## src/pkg/dtvf_pkg.sv

```systemverilog
// Shared constants and types for the transfer vector fetch block.
// Assumes a 32-bit internal bus and 16-bit vector table entries.
`default_nettype none

package dtvf_pkg;

	// ************************************************************
	// Source table
	// ************************************************************
	localparam int NUM_HW_SRC = 33; // Hardware sources, table order
	localparam int NUM_SRC = 34; // Plus software, lowest priority
	localparam int SRC_IDX_W = 6; // Width of a source index

	// ************************************************************
	// Vector table and transfer information layout
	// ************************************************************
	localparam logic [31:0] VEC_BASE = 32'h0000_0400; // First entry
	localparam logic [31:0] VEC_LAST = 32'h0000_0440; // Last hardware entry
	localparam logic [31:0] INFO_OFF_HEAD = 32'h0000_0000; // Mode word, count
	localparam logic [31:0] INFO_OFF_THIRD = 32'h0000_0004; // Empty/initial/length
	localparam logic [31:0] INFO_OFF_SRC = 32'h0000_0008; // Source address
	localparam logic [31:0] INFO_OFF_DST = 32'h0000_000C; // Destination address

	// ************************************************************
	// Mode word fields
	// ************************************************************
	localparam int MODE_SIZE_LSB = 0; // Transfer unit size
	localparam int MODE_SMODE_LSB = 2; // Source step mode
	localparam int MODE_DMODE_LSB = 4; // Destination step mode
	localparam int MODE_XMODE_LSB = 6; // Transfer mode
	localparam int MODE_ISEL_BIT = 8; // Interrupt select
	localparam logic [1:0] SIZE_BYTE = 2'h0;
	localparam logic [1:0] SIZE_WORD = 2'h1;
	localparam logic [1:0] SIZE_LONG = 2'h2;
	localparam logic [1:0] STEP_FIXED = 2'h0;
	localparam logic [1:0] STEP_INC = 2'h1;
	localparam logic [1:0] STEP_DEC = 2'h2;
	localparam logic [1:0] XMODE_NORMAL = 2'h0;
	localparam logic [1:0] XMODE_REPEAT = 2'h1;
	localparam logic [1:0] XMODE_BLOCK = 2'h2;

	// ************************************************************
	// Register map and fields
	// ************************************************************
	localparam logic [7:0] REG_ENA_LO = 8'h00; // Enables, sources 0..31
	localparam logic [7:0] REG_ENA_HI = 8'h04; // Enable, source 32
	localparam logic [7:0] REG_SWCTL = 8'h08; // Software control/status
	localparam logic [7:0] REG_BASE = 8'h0C; // Info base register
	localparam logic [7:0] REG_STAT = 8'h10; // Engine status
	localparam int SWCTL_EN_BIT = 8; // Software activation enable
	localparam int SWCTL_AE_BIT = 9; // Address error flag
	localparam int STAT_BUSY_BIT = 0; // Engine busy
	localparam int STAT_IDX_LSB = 8; // Source in service
	localparam logic [32:0] ENA_RST = 33'h0_0000_0000;
	localparam logic [7:0] SWVEC_RST = 8'h00;
	localparam logic [15:0] BASE_RST = 16'h0000;

	// Engine states
	typedef enum logic [3:0] {
		ST_IDLE, ST_VEC, ST_INF0, ST_INF1, ST_INF2, ST_INF3,
		ST_DRD, ST_DWR, ST_WB0, ST_WB2, ST_WB3, ST_DONE
	} dtvf_state_t;

endpackage

`default_nettype wire

```

## src/design/dtvf_prio_pick.sv

```systemverilog
// Fixed priority picker: lowest request index wins.
// Assumes requests are same-clock levels; purely combinational.
`timescale 1ns/1ps
`default_nettype none

module dtvf_prio_pick #(
	parameter int WIDTH = 34,
	parameter int IDX_W = 6
) (
	input wire logic [WIDTH-1:0] req,
	output logic valid,
	output logic [IDX_W-1:0] idx
);

	// ************************************************************
	// Priority scan
	// ************************************************************
	// Walk from the bottom of the table up so index 0 is taken last
	always_comb begin
		valid = |req;
		idx = '0;
		for (int i = WIDTH - 1; i >= 0; i--) begin
			if (req[i]) begin
				idx = IDX_W'(i);
			end
		end
	end

endmodule

`default_nettype wire

```

## src/design/dtvf_top.sv

```systemverilog
// Vector fetch and normal-mode transfer engine of the transfer controller.
// Assumes a single-clock memory bus with a one-cycle acknowledge pulse,
// and interrupt sources that are levels on the same clock.
//
// Implementation choices: the address-and-strobe port and the register offsets.
`timescale 1ns/1ps
`default_nettype none
// Functional notes
// Two-byte vector entry per source, low address
// Software vector address is H'0400 plus field
// Read vector first, then transfer information
// Information start address must be four-aligned
// Info address is base high, vector low
// Hardware entries H'0400..H'0440, each enable-gated
// Software never targets transfer controller registers
// Normal order: mode, count, empty, source, destination
// Repeat order: mode, count, initial, source, destination
// Block order: mode, count, empty, length, addresses
// Keep transfer information in dedicated RAM
// Normal mode moves one unit per activation
// Count 1 to 65536, zero means 65536
// Interrupt CPU when count-one transfer completes
// Write back mode, count minus one, addresses
// Simultaneous requests served by table priority
// Disabled source goes to CPU as interrupt
// Interrupt select: every transfer or only last
// Passing interrupt clears that source's enable; the software enable stays set then and drops only when none passes
// Address step equals transfer unit size
// Empty bytes ignored and never rewritten
module dtvf_top (
	input wire logic clk_sys,
	input wire logic rst,
	input wire logic [7:0] regAddr,
	input wire logic [31:0] regWdata,
	input wire logic regWr,
	input wire logic regRd,
	output logic [31:0] regRdata,
	input wire logic [dtvf_pkg::NUM_HW_SRC-1:0] srcReq,
	output logic [dtvf_pkg::NUM_HW_SRC-1:0] cpuIrq,
	output logic swIrq,
	output logic memReq,
	output logic memWr,
	output logic [31:0] memAddr,
	output logic [1:0] memSize,
	output logic [31:0] memWdata,
	input wire logic [31:0] memRdata,
	input wire logic memAck,
	output logic busy
);
	localparam int NHW = dtvf_pkg::NUM_HW_SRC; // Hardware source count
	localparam int IW = dtvf_pkg::SRC_IDX_W; // Source index width
	// One-hot mask over all sources, software included
	function automatic logic [NHW:0] src_mask(input logic [IW-1:0] idx);
		src_mask = {{NHW{1'b0}}, 1'b1} << idx;
	endfunction

	// Step an address by one unit in the chosen direction
	function automatic logic [31:0] step_addr(input logic [31:0] addr,
		input logic [1:0] mode, input logic [31:0] step);
		case (mode)
			dtvf_pkg::STEP_INC: step_addr = addr + step;
			dtvf_pkg::STEP_DEC: step_addr = addr - step;
			default: step_addr = addr;
		endcase
	endfunction
	// ************************************************************
	// State
	// ************************************************************
	dtvf_pkg::dtvf_state_t state_reg, state_next; // Engine sequencer
	logic [NHW-1:0] enable_reg, enable_next; // Activation enable bits
	logic [7:0] swVec_reg, swVec_next; // Software vector field
	logic swEn_reg, swEn_next; // Software activation enable
	logic addrErr_reg, addrErr_next; // Misaligned info start seen
	logic [15:0] infoBase_reg; // Info base register
	logic [NHW:0] pend_reg, pend_next; // Accepted activations
	logic [IW-1:0] cur_reg; // Source in service
	logic [15:0] vecEntry_reg; // Fetched vector entry
	logic [15:0] mode_reg; // Mode word
	logic [15:0] count_reg; // Transfer count
	logic [31:0] srcAddr_reg; // Source address
	logic [31:0] dstAddr_reg; // Destination address
	logic [31:0] data_reg; // Unit being moved
	logic [31:0] regRdata_reg; // Read data, one cycle
	logic [NHW-1:0] cpuIrq_reg; // Interrupts to the CPU
	logic swIrq_reg; // Software activation interrupt
	logic memReq_reg, memWr_reg; // Bus request and direction
	logic [31:0] memAddr_reg, memWdata_reg; // Bus address and data
	logic [1:0] memSize_reg; // Bus access size
	logic busy_reg; // Engine not idle
	// ************************************************************
	// Decode
	// ************************************************************
	wire grantValid; // Some activation is pending
	wire [IW-1:0] grantIdx; // Highest priority pending source
	wire curIsSw = (cur_reg == IW'(NHW)); // Software activation in service
	wire [1:0] modeSize = mode_reg[dtvf_pkg::MODE_SIZE_LSB +: 2];
	wire [1:0] modeSrc = mode_reg[dtvf_pkg::MODE_SMODE_LSB +: 2];
	wire [1:0] modeDst = mode_reg[dtvf_pkg::MODE_DMODE_LSB +: 2];
	wire modeIsel = mode_reg[dtvf_pkg::MODE_ISEL_BIT];
	wire [31:0] unitStep = 32'h0000_0001 << modeSize;
	// Each hardware source owns the next two-byte entry
	wire [31:0] hwVecAddr = dtvf_pkg::VEC_BASE + ({26'h000_0000, cur_reg} << 1);
	wire [31:0] swVecAddr = dtvf_pkg::VEC_BASE + {24'h00_0000, swVec_reg};
	wire [31:0] vecAddr = curIsSw ? swVecAddr : hwVecAddr;
	wire [31:0] infoAddr = {infoBase_reg, vecEntry_reg};
	wire [31:0] srcNext = step_addr(srcAddr_reg, modeSrc, unitStep);
	wire [31:0] dstNext = step_addr(dstAddr_reg, modeDst, unitStep);
	// Count zero wraps to H'FFFF, which is how 65536 transfers work
	wire [15:0] countDec = count_reg - 16'h0001;
	wire lastXfer = (count_reg == 16'h0001);
	wire passIrq = modeIsel | lastXfer;
	wire inDone = (state_reg == dtvf_pkg::ST_DONE);
	wire doneHw = inDone && !curIsSw;
	wire doneSw = inDone && curIsSw;
	wire [NHW:0] passMask = (doneHw && passIrq) ? src_mask(cur_reg) : '0;
	wire grantTake = (state_reg == dtvf_pkg::ST_IDLE) && grantValid;
	wire issue = (state_reg != dtvf_pkg::ST_IDLE) && !inDone && !memReq_reg; // Bus-owning states
	wire vecBad = (memRdata[1:0] != 2'h0); // Unsupported start address
	wire wrLo = regWr && (regAddr == dtvf_pkg::REG_ENA_LO);
	wire wrHi = regWr && (regAddr == dtvf_pkg::REG_ENA_HI);
	wire wrSw = regWr && (regAddr == dtvf_pkg::REG_SWCTL);
	wire wrBase = regWr && (regAddr == dtvf_pkg::REG_BASE);
	wire swStart = wrSw && regWdata[dtvf_pkg::SWCTL_EN_BIT] && !swEn_reg;
	wire [NHW-1:0] enaWritten = {wrHi ? regWdata[0] : enable_reg[NHW-1],
		wrLo ? regWdata : enable_reg[NHW-2:0]};
	// Software sits above the last hardware source, so it loses ties
	dtvf_prio_pick #(
		.WIDTH(dtvf_pkg::NUM_SRC),
		.IDX_W(IW)
	) u_pick (
		.req(pend_reg & {(NHW + 1){!addrErr_reg}}),
		.valid(grantValid),
		.idx(grantIdx)
	);
	// Hardware clear applied after the write so a pass never leaves it set
	assign enable_next = enaWritten & ~passMask[NHW-1:0];
	// An arriving request beats the clear of its own pending bit
	assign pend_next = (pend_reg & ~(grantTake ? src_mask(grantIdx) : '0))
		| ({swStart, srcReq & enable_reg} & {(NHW + 1){!addrErr_reg}});
	assign swVec_next = (wrSw && !swEn_reg) ? {regWdata[7:1], 1'b0} : swVec_reg;
	// Writing one always wins; without an interrupt the enable drops
	assign swEn_next = wrSw ? regWdata[dtvf_pkg::SWCTL_EN_BIT]
		: ((doneSw && !passIrq) ? 1'b0 : swEn_reg);
	// Error set wins over a software clear in the same cycle
	assign addrErr_next = ((state_reg == dtvf_pkg::ST_VEC) && memAck && vecBad)
		| (addrErr_reg && !(wrSw && !regWdata[dtvf_pkg::SWCTL_AE_BIT]));
	// ************************************************************
	// Sequencer
	// ************************************************************
	// Vector, then four info longwords, one unit, three write-backs
	always_comb begin
		state_next = state_reg;
		case (state_reg)
			dtvf_pkg::ST_IDLE: if (grantValid) state_next = dtvf_pkg::ST_VEC;
			dtvf_pkg::ST_VEC: if (memAck) begin
				state_next = vecBad ? dtvf_pkg::ST_IDLE : dtvf_pkg::ST_INF0;
			end
			dtvf_pkg::ST_INF0: if (memAck) state_next = dtvf_pkg::ST_INF1;
			dtvf_pkg::ST_INF1: if (memAck) state_next = dtvf_pkg::ST_INF2;
			dtvf_pkg::ST_INF2: if (memAck) state_next = dtvf_pkg::ST_INF3;
			dtvf_pkg::ST_INF3: if (memAck) state_next = dtvf_pkg::ST_DRD;
			dtvf_pkg::ST_DRD: if (memAck) state_next = dtvf_pkg::ST_DWR;
			dtvf_pkg::ST_DWR: if (memAck) state_next = dtvf_pkg::ST_WB0;
			// Third longword is skipped: empty bytes stay as they were
			dtvf_pkg::ST_WB0: if (memAck) state_next = dtvf_pkg::ST_WB2;
			dtvf_pkg::ST_WB2: if (memAck) state_next = dtvf_pkg::ST_WB3;
			dtvf_pkg::ST_WB3: if (memAck) state_next = dtvf_pkg::ST_DONE;
			dtvf_pkg::ST_DONE: state_next = dtvf_pkg::ST_IDLE;
			default: state_next = dtvf_pkg::ST_IDLE;
		endcase
	end
	// Bus fields for the transaction the current state owns
	logic [31:0] busAddr, busWdata; // Address and data to issue
	logic [1:0] busSize; // Access size to issue
	logic busWr; // Write when high
	always_comb begin
		busAddr = infoAddr;
		busWdata = 32'h0000_0000;
		busSize = dtvf_pkg::SIZE_LONG;
		busWr = 1'b0;
		case (state_reg)
			dtvf_pkg::ST_VEC: begin
				busAddr = vecAddr;
				busSize = dtvf_pkg::SIZE_WORD;
			end
			// Same offsets serve all modes, read in layout order
			dtvf_pkg::ST_INF0: busAddr = infoAddr + dtvf_pkg::INFO_OFF_HEAD;
			dtvf_pkg::ST_INF1: busAddr = infoAddr + dtvf_pkg::INFO_OFF_THIRD;
			dtvf_pkg::ST_INF2: busAddr = infoAddr + dtvf_pkg::INFO_OFF_SRC;
			dtvf_pkg::ST_INF3: busAddr = infoAddr + dtvf_pkg::INFO_OFF_DST;
			dtvf_pkg::ST_DRD: begin
				busAddr = srcAddr_reg;
				busSize = modeSize;
			end
			dtvf_pkg::ST_DWR: begin
				busAddr = dstAddr_reg;
				busSize = modeSize;
				busWdata = data_reg;
				busWr = 1'b1;
			end
			dtvf_pkg::ST_WB0: begin
				busAddr = infoAddr + dtvf_pkg::INFO_OFF_HEAD;
				busWdata = {mode_reg, countDec};
				busWr = 1'b1;
			end
			dtvf_pkg::ST_WB2: begin
				busAddr = infoAddr + dtvf_pkg::INFO_OFF_SRC;
				busWdata = srcNext;
				busWr = 1'b1;
			end
			dtvf_pkg::ST_WB3: begin
				busAddr = infoAddr + dtvf_pkg::INFO_OFF_DST;
				busWdata = dstNext;
				busWr = 1'b1;
			end
			default: busWr = 1'b0;
		endcase
	end
	// Register read selection
	logic [31:0] rdSel; // Value for the addressed register
	always_comb begin
		rdSel = 32'h0000_0000;
		case (regAddr)
			dtvf_pkg::REG_ENA_LO: rdSel = enable_reg[NHW-2:0];
			dtvf_pkg::REG_ENA_HI: rdSel = {31'h0000_0000, enable_reg[NHW-1]};
			dtvf_pkg::REG_SWCTL: rdSel = {22'h00_0000, addrErr_reg, swEn_reg, swVec_reg};
			dtvf_pkg::REG_BASE: rdSel = {16'h0000, infoBase_reg};
			dtvf_pkg::REG_STAT: rdSel = {18'h0_0000, cur_reg, 7'h00, busy_reg};
			default: rdSel = 32'h0000_0000;
		endcase
	end
	// ************************************************************
	// Control registers
	// ************************************************************
	// Software-visible control and accepted activations
	always_ff @(posedge clk_sys or posedge rst) begin
		if (rst) begin
			enable_reg <= dtvf_pkg::ENA_RST;
			swVec_reg <= dtvf_pkg::SWVEC_RST;
			swEn_reg <= 1'b0;
			addrErr_reg <= 1'b0;
			infoBase_reg <= dtvf_pkg::BASE_RST;
			pend_reg <= '0;
		end else begin
			enable_reg <= enable_next;
			swVec_reg <= swVec_next;
			swEn_reg <= swEn_next;
			addrErr_reg <= addrErr_next;
			infoBase_reg <= wrBase ? regWdata[15:0] : infoBase_reg;
			pend_reg <= pend_next;
		end
	end
	// Sequencer state and the source it serves
	always_ff @(posedge clk_sys or posedge rst) begin
		if (rst) begin
			state_reg <= dtvf_pkg::ST_IDLE;
			cur_reg <= '0;
			busy_reg <= 1'b0;
		end else begin
			state_reg <= state_next;
			cur_reg <= grantTake ? grantIdx : cur_reg;
			busy_reg <= (state_next != dtvf_pkg::ST_IDLE);
		end
	end
	// ************************************************************
	// Bus master and fetched information
	// ************************************************************
	// Request held until acknowledged; fields frozen meanwhile
	always_ff @(posedge clk_sys or posedge rst) begin
		if (rst) begin
			memReq_reg <= 1'b0;
			memWr_reg <= 1'b0;
			memAddr_reg <= 32'h0000_0000;
			memSize_reg <= dtvf_pkg::SIZE_BYTE;
			memWdata_reg <= 32'h0000_0000;
		end else if (issue) begin
			memReq_reg <= 1'b1;
			memWr_reg <= busWr;
			memAddr_reg <= busAddr;
			memSize_reg <= busSize;
			memWdata_reg <= busWdata;
		end else if (memAck) begin
			memReq_reg <= 1'b0;
		end
	end
	// Capture read data for the state that asked for it
	always_ff @(posedge clk_sys or posedge rst) begin
		if (rst) begin
			vecEntry_reg <= 16'h0000;
			mode_reg <= 16'h0000;
			count_reg <= 16'h0000;
			srcAddr_reg <= 32'h0000_0000;
			dstAddr_reg <= 32'h0000_0000;
			data_reg <= 32'h0000_0000;
		end else if (memAck && memReq_reg) begin
			case (state_reg)
				dtvf_pkg::ST_VEC: vecEntry_reg <= memRdata[15:0];
				dtvf_pkg::ST_INF0: begin
					mode_reg <= memRdata[31:16];
					count_reg <= memRdata[15:0];
				end
				dtvf_pkg::ST_INF2: srcAddr_reg <= memRdata;
				dtvf_pkg::ST_INF3: dstAddr_reg <= memRdata;
				dtvf_pkg::ST_DRD: data_reg <= memRdata;
				default: data_reg <= data_reg;
			endcase
		end
	end
	// Read data only in the cycle after the strobe
	always_ff @(posedge clk_sys or posedge rst) begin
		if (rst) begin
			regRdata_reg <= 32'h0000_0000;
			cpuIrq_reg <= '0;
			swIrq_reg <= 1'b0;
		end else begin
			regRdata_reg <= regRd ? rdSel : 32'h0000_0000;
			cpuIrq_reg <= (srcReq & ~enable_reg) | passMask[NHW-1:0];
			swIrq_reg <= doneSw && passIrq;
		end
	end
	assign regRdata = regRdata_reg;
	assign cpuIrq = cpuIrq_reg;
	assign swIrq = swIrq_reg;
	assign memReq = memReq_reg;
	assign memWr = memWr_reg;
	assign memAddr = memAddr_reg;
	assign memSize = memSize_reg;
	assign memWdata = memWdata_reg;
	assign busy = busy_reg;
	// ************************************************************
	// Checks
	// ************************************************************
	vec_addr_hw_a: assert property (@(posedge clk_sys) disable iff (rst)
		(state_reg == dtvf_pkg::ST_VEC) && memReq_reg && !curIsSw
		|-> (memAddr_reg == dtvf_pkg::VEC_BASE + 32'(cur_reg) * 2)
			&& (memAddr_reg <= dtvf_pkg::VEC_LAST))
		else $error("hardware vector address wrong");
	vec_addr_sw_a: assert property (@(posedge clk_sys) disable iff (rst)
		(state_reg == dtvf_pkg::ST_VEC) && memReq_reg && curIsSw
		|-> memAddr_reg == dtvf_pkg::VEC_BASE + 32'(swVec_reg))
		else $error("software vector address wrong");
	info_base_a: assert property (@(posedge clk_sys) disable iff (rst)
		(state_reg == dtvf_pkg::ST_INF0) && memReq_reg
		|-> memAddr_reg == {infoBase_reg, vecEntry_reg})
		else $error("info address not base plus vector");
	fetch_order_a: assert property (@(posedge clk_sys) disable iff (rst)
		$changed(state_reg) && (state_reg == dtvf_pkg::ST_INF0)
		|-> $past(state_reg) == dtvf_pkg::ST_VEC)
		else $error("info read before vector read");
	count_wb_a: assert property (@(posedge clk_sys) disable iff (rst)
		(state_reg == dtvf_pkg::ST_WB0) && memReq_reg
		|-> memWr_reg && (memWdata_reg == {mode_reg, count_reg - 16'h0001}))
		else $error("mode or count write-back wrong");
	one_unit_a: assert property (@(posedge clk_sys) disable iff (rst)
		(state_reg == dtvf_pkg::ST_DWR) && memReq_reg
		|-> (memSize_reg == modeSize) && (memAddr_reg == dstAddr_reg))
		else $error("unit size or destination wrong");
	src_step_a: assert property (@(posedge clk_sys) disable iff (rst)
		(state_reg == dtvf_pkg::ST_WB2) && memReq_reg && (modeSrc == dtvf_pkg::STEP_INC)
		|-> memWdata_reg == srcAddr_reg + (32'h0000_0001 << modeSize))
		else $error("source not stepped by unit size");
	last_irq_a: assert property (@(posedge clk_sys) disable iff (rst)
		doneHw && lastXfer |=> cpuIrq_reg[cur_reg] && !enable_reg[cur_reg])
		else $error("last transfer did not interrupt and disable");
	skip_empty_a: assert property (@(posedge clk_sys) disable iff (rst)
		memReq_reg && memWr_reg && (state_reg != dtvf_pkg::ST_DWR)
		|-> memAddr_reg != infoAddr + dtvf_pkg::INFO_OFF_THIRD)
		else $error("empty bytes rewritten");
endmodule
`default_nettype wire

```

## config.mk

```make
export PLATFORM = sky130hd
export DESIGN_NAME = dtvf_top
export DESIGN_NICKNAME = d
export VERILOG_FILES = /design/src/pkg/dtvf_pkg.sv /design/src/design/dtvf_prio_pick.sv /design/src/design/dtvf_top.sv
export SDC_FILE = /design/constraint.sdc
export NUM_CORES = 1
export LEC_CHECK = 0
export ABC_AREA = 1
export BUFFER_PORTS_ARGS = -buffer_cell sky130_fd_sc_hd__clkbuf_2
export CORE_UTILIZATION = 40
export DETAILED_ROUTE_END_ITERATION = 8
export GPL_ROUTABILITY_DRIVEN = 0
export SLEW_MARGIN = 20
export SYNTH_ARGS = -nofsm -noshare
export SYNTH_HDL_FRONTEND = slang
export SYNTH_SLANG_ARGS = --single-unit
```

## constraint.sdc

```tcl
create_clock -name clk_sys -period 10.9 [get_ports clk_sys]
set_input_delay 0 -clock clk_sys [delete_from_list [all_inputs] [get_ports clk_sys]]
set_output_delay 0 -clock clk_sys [all_outputs]
set_load 0.01 [all_outputs]
```

==> qor.txt <==
WL final - 81,300 um
vias in the first global route - 20,681
fraction of registers with async set/reset - 1.00
leakage power - 13.2 nW
top cell type's share of synthesized area - 0.431
Clock Tree Buf Depth - 3
Die X-Extent - 237 um
Worst Clk Skew - 0.0357 ns
CP Class - flip-flop to flip-flop
Final Max Slew Viols - 0
post-route ant nets - 0
slowest CP cell - ha_1
number of synthesized flops with an enable pin - 0
RSZ-0062 raised after global routing - false
core area - 54,200 um^2
first-pass GRT wire length - 124,000 um
CTS tree - built
Port-buffer cells - 244
hold path depth - 6
cells on worst reg2reg path - 24
GRT Total Usage - 0.287
PwrDens - 307 nW/um^2
post-synthesis register bit count - 381
Initial Util - 0.408
share of layout cells above drive strength 1 - 0.132
Worst Hold Class - input pin to flip-flop
fmax - 0.221 GHz
Req. time, crit path - 11.37 ns
worst vdd ir - 0.142 mV
clk slew on worst S/H paths - 0.06 ns
post-DR vias/cell - 5.62
fill cell instance count of the final layout - 5,240
commonest non-fill, non-tap cell in the layout - nand2_1
Worst R2R End - memWdata[24]
clk sinks - 381
fin area - 26,600 um^2
post-CTS setup buffer count - 0
Mapped Cells - 2,926
first-pass detailed-route iteration total - 6
Placed Area - 24,000 um^2
Final setup viols - 0
Yosys top cell by area - dfrtp_1
reg-to-reg slack, setup - 6.37 ns
synthesis warning total - 0
die area - 56,200 um^2
H-Tree Depth - 2
status - finished, final reports clean
DR vias - 22,277
Reg-to-Reg Start - mode_reg[2]
initial DRC count - 2,713
TritonCTS Buffers - 42
HP Start - regAddr[2]
largest fanout on the critical path - 17
Max Cap Viol - 0
Post-Syn Area - 22,100 um^2
WL/cell - 20.5 um
Fin Setup TNS - 0 ns
Ports - 245
Netlist cell types - 62
Synth area leaders - dfrtp_1, nand2_1, o21ai_0, inv_1, ha_1
Slew @ Worst Pin - 1.01 ns
startpoint type of the worst setup path - flip-flop
number of flip-flops under the largest register name - 34
initial antenna violation count - 1
time the worst path needs with I/O delays and setup - 4.53 ns
total gr overflow - 0
Die Y-Extent - 237 um
worst path arrival time - 5.00 ns
Final nets - 3,417
crit end category - flip-flop
worst stage delay on the critical path - 0.66 ns
Slew headroom - 0.308
Synth Flop Type - dfrtp_1
largest net degree at the start of global routing - 123
syn avg cell area - 7.56 um^2
Fin. Hold Viols - 0
area grow syn2layout - 20.1%
register area share after synthesis - 0.431
Worst Hold Endpoint - swEn_reg
worst skew pair latency - 0.60 ns
row cnt - 85
CTS root buffer - clkbuf_16
fin crit share - 0.416
commonest non-fill, non-tap cells in the layout - nand2_1, dfrtp_1, o21ai_0, inv_1, clkbuf_2
post-route DRC violation count - 0
post-synthesis net count - 3,108
CP Cell Sequence - inv_1, ha_1, nand2_1, o21ai_0, inv_1, fa_1, inv_1, nand2_1, o21ai_1, a21oi_2, o21ai_2, a21boi_2, o21ai_2, a21oi_1, o21ai_1, a21oi_2, o21ai_2, inv_2, o21ai_2, xor2_1, o21ai_0, o2111ai_1, nand2_1, nand2_1
detailed placer's ending HPWL - 60,300 um
==> cells in the mapped netlist, types with 5 or more instances <==
cell / n
o21ai_2: 17
dfrtp_1: 381
a211oi_1: 10
o211ai_1: 23
buf_2: 5
a22o_1: 14
xor2_1: 34
a221oi_1: 15
a21oi_1: 140
a2111oi_0: 5
nor3_1: 50
mux2_2: 16
nor2_2: 6
a21oi_2: 10
clkinv_1: 7
nand2_1: 779
o21ai_0: 351
inv_1: 344
nor4_1: 11
o221ai_1: 28
inv_2: 9
o21ai_1: 13
o2111ai_1: 14
nand3_1: 113
ha_1: 69
a21boi_2: 8
clkbuf_1: 101
a31oi_1: 14
nor2_1: 206
o22ai_1: 14
or2_2: 6
nand4_1: 50
==> cells by family (layout without fill, tap and decap cells) <==
family	count (synthesis)	after routing	synth area share
AO/OA/AOI/OAI	701	701	0.189
buffers and inverters	472	810	0.0811
multiplexers	16	16	0.00815
AND/OR/NAND/NOR	1246	1246	0.234
XOR/XNOR	38	38	0.0151
adder cells (fa/ha/maj)	72	72	0.0418
flip-flops	381	381	0.431
other	0	1	0
==> report_power, final <==
group / internal (mW) / switching [mW]
registers: 1.84 / 0.507
clock network: 0.922 / 0.622
logic: 1.37 / 2.89
==> final cells by class <==
class	count	area, um^2	area share
Multi-Input combinational cell	2073	10800	0.407
Sequential cell	381	9530	0.359
Timing Repair Buffer	377	2490	0.0939
Inverter	360	1360	0.0512
Clock buffer	54	1160	0.0435
Tap cell	696	871	0.0328
Clock inverter	19	329	0.0124
Antenna cell	1	2.50	0.0000942
==> worst max-delay path, delay by kind of cell (launching register included) <==
kind | cells | cell delay, ns
AO/OA/AOI/OAI | 13 | 2.26
adder cells (fa/ha/maj) | 2 | 1.06
flip-flops | 1 | 0.37
buffers and inverters | 4 | 0.34
AND/OR/NAND/NOR | 4 | 0.32
XOR/XNOR | 1 | 0.08
==> stage by stage <==
step / total power [mW] / worst slack [ns] / cells / hold slack, ns / util
final: 8.15 / 6.37 / 3961 / 0.0557 / 0.490
after global routing: 8.74 / 5.99 / 3961 / 0.0741 / 0.490
after CTS: 8.06 / 6.49 / 3960 / 0.0167 / 0.490
after detailed placement: 6.45 / 6.49 / 3779 / 0.229 / 0.442
after floorplan: 5.17 / 0.314 / 2926 / 0.118 / -
after global placement: 6.37 / 6.63 / 3779 / 0.232 / 0.442
==> repair_timing <==
action,CTS,global route
endpoints found under the setup margin,0,0
hold buffers,108,0
endpoints found under the hold margin,405,0
gates resized for setup,0,0
==> how the worst max path moves through the flow <==
stage,to,from
2_1_floorplan,addrErr_reg,rst
3_3_place_gp,memWdata[24],mode_reg[2]
3_5_place_dp,memWdata[24],mode_reg[2]
4_1_cts,memWdata[24],mode_reg[2]
5_1_grt,memWdata[24],mode_reg[2]
6_report,memWdata[24],mode_reg[2]
==> per-layer routing <==
layer,part of all wire,GRT usage,wire length (um),up-vias
met5,0,0,0,-
met4,0.030,0.0870,2460,0
met3,0.099,0.0445,8030,141
met2,0.43,0.431,34900,1202
met1,0.44,0.424,36000,10570
li1,-,-,-,10364
Power figures use the tool's default switching activity.
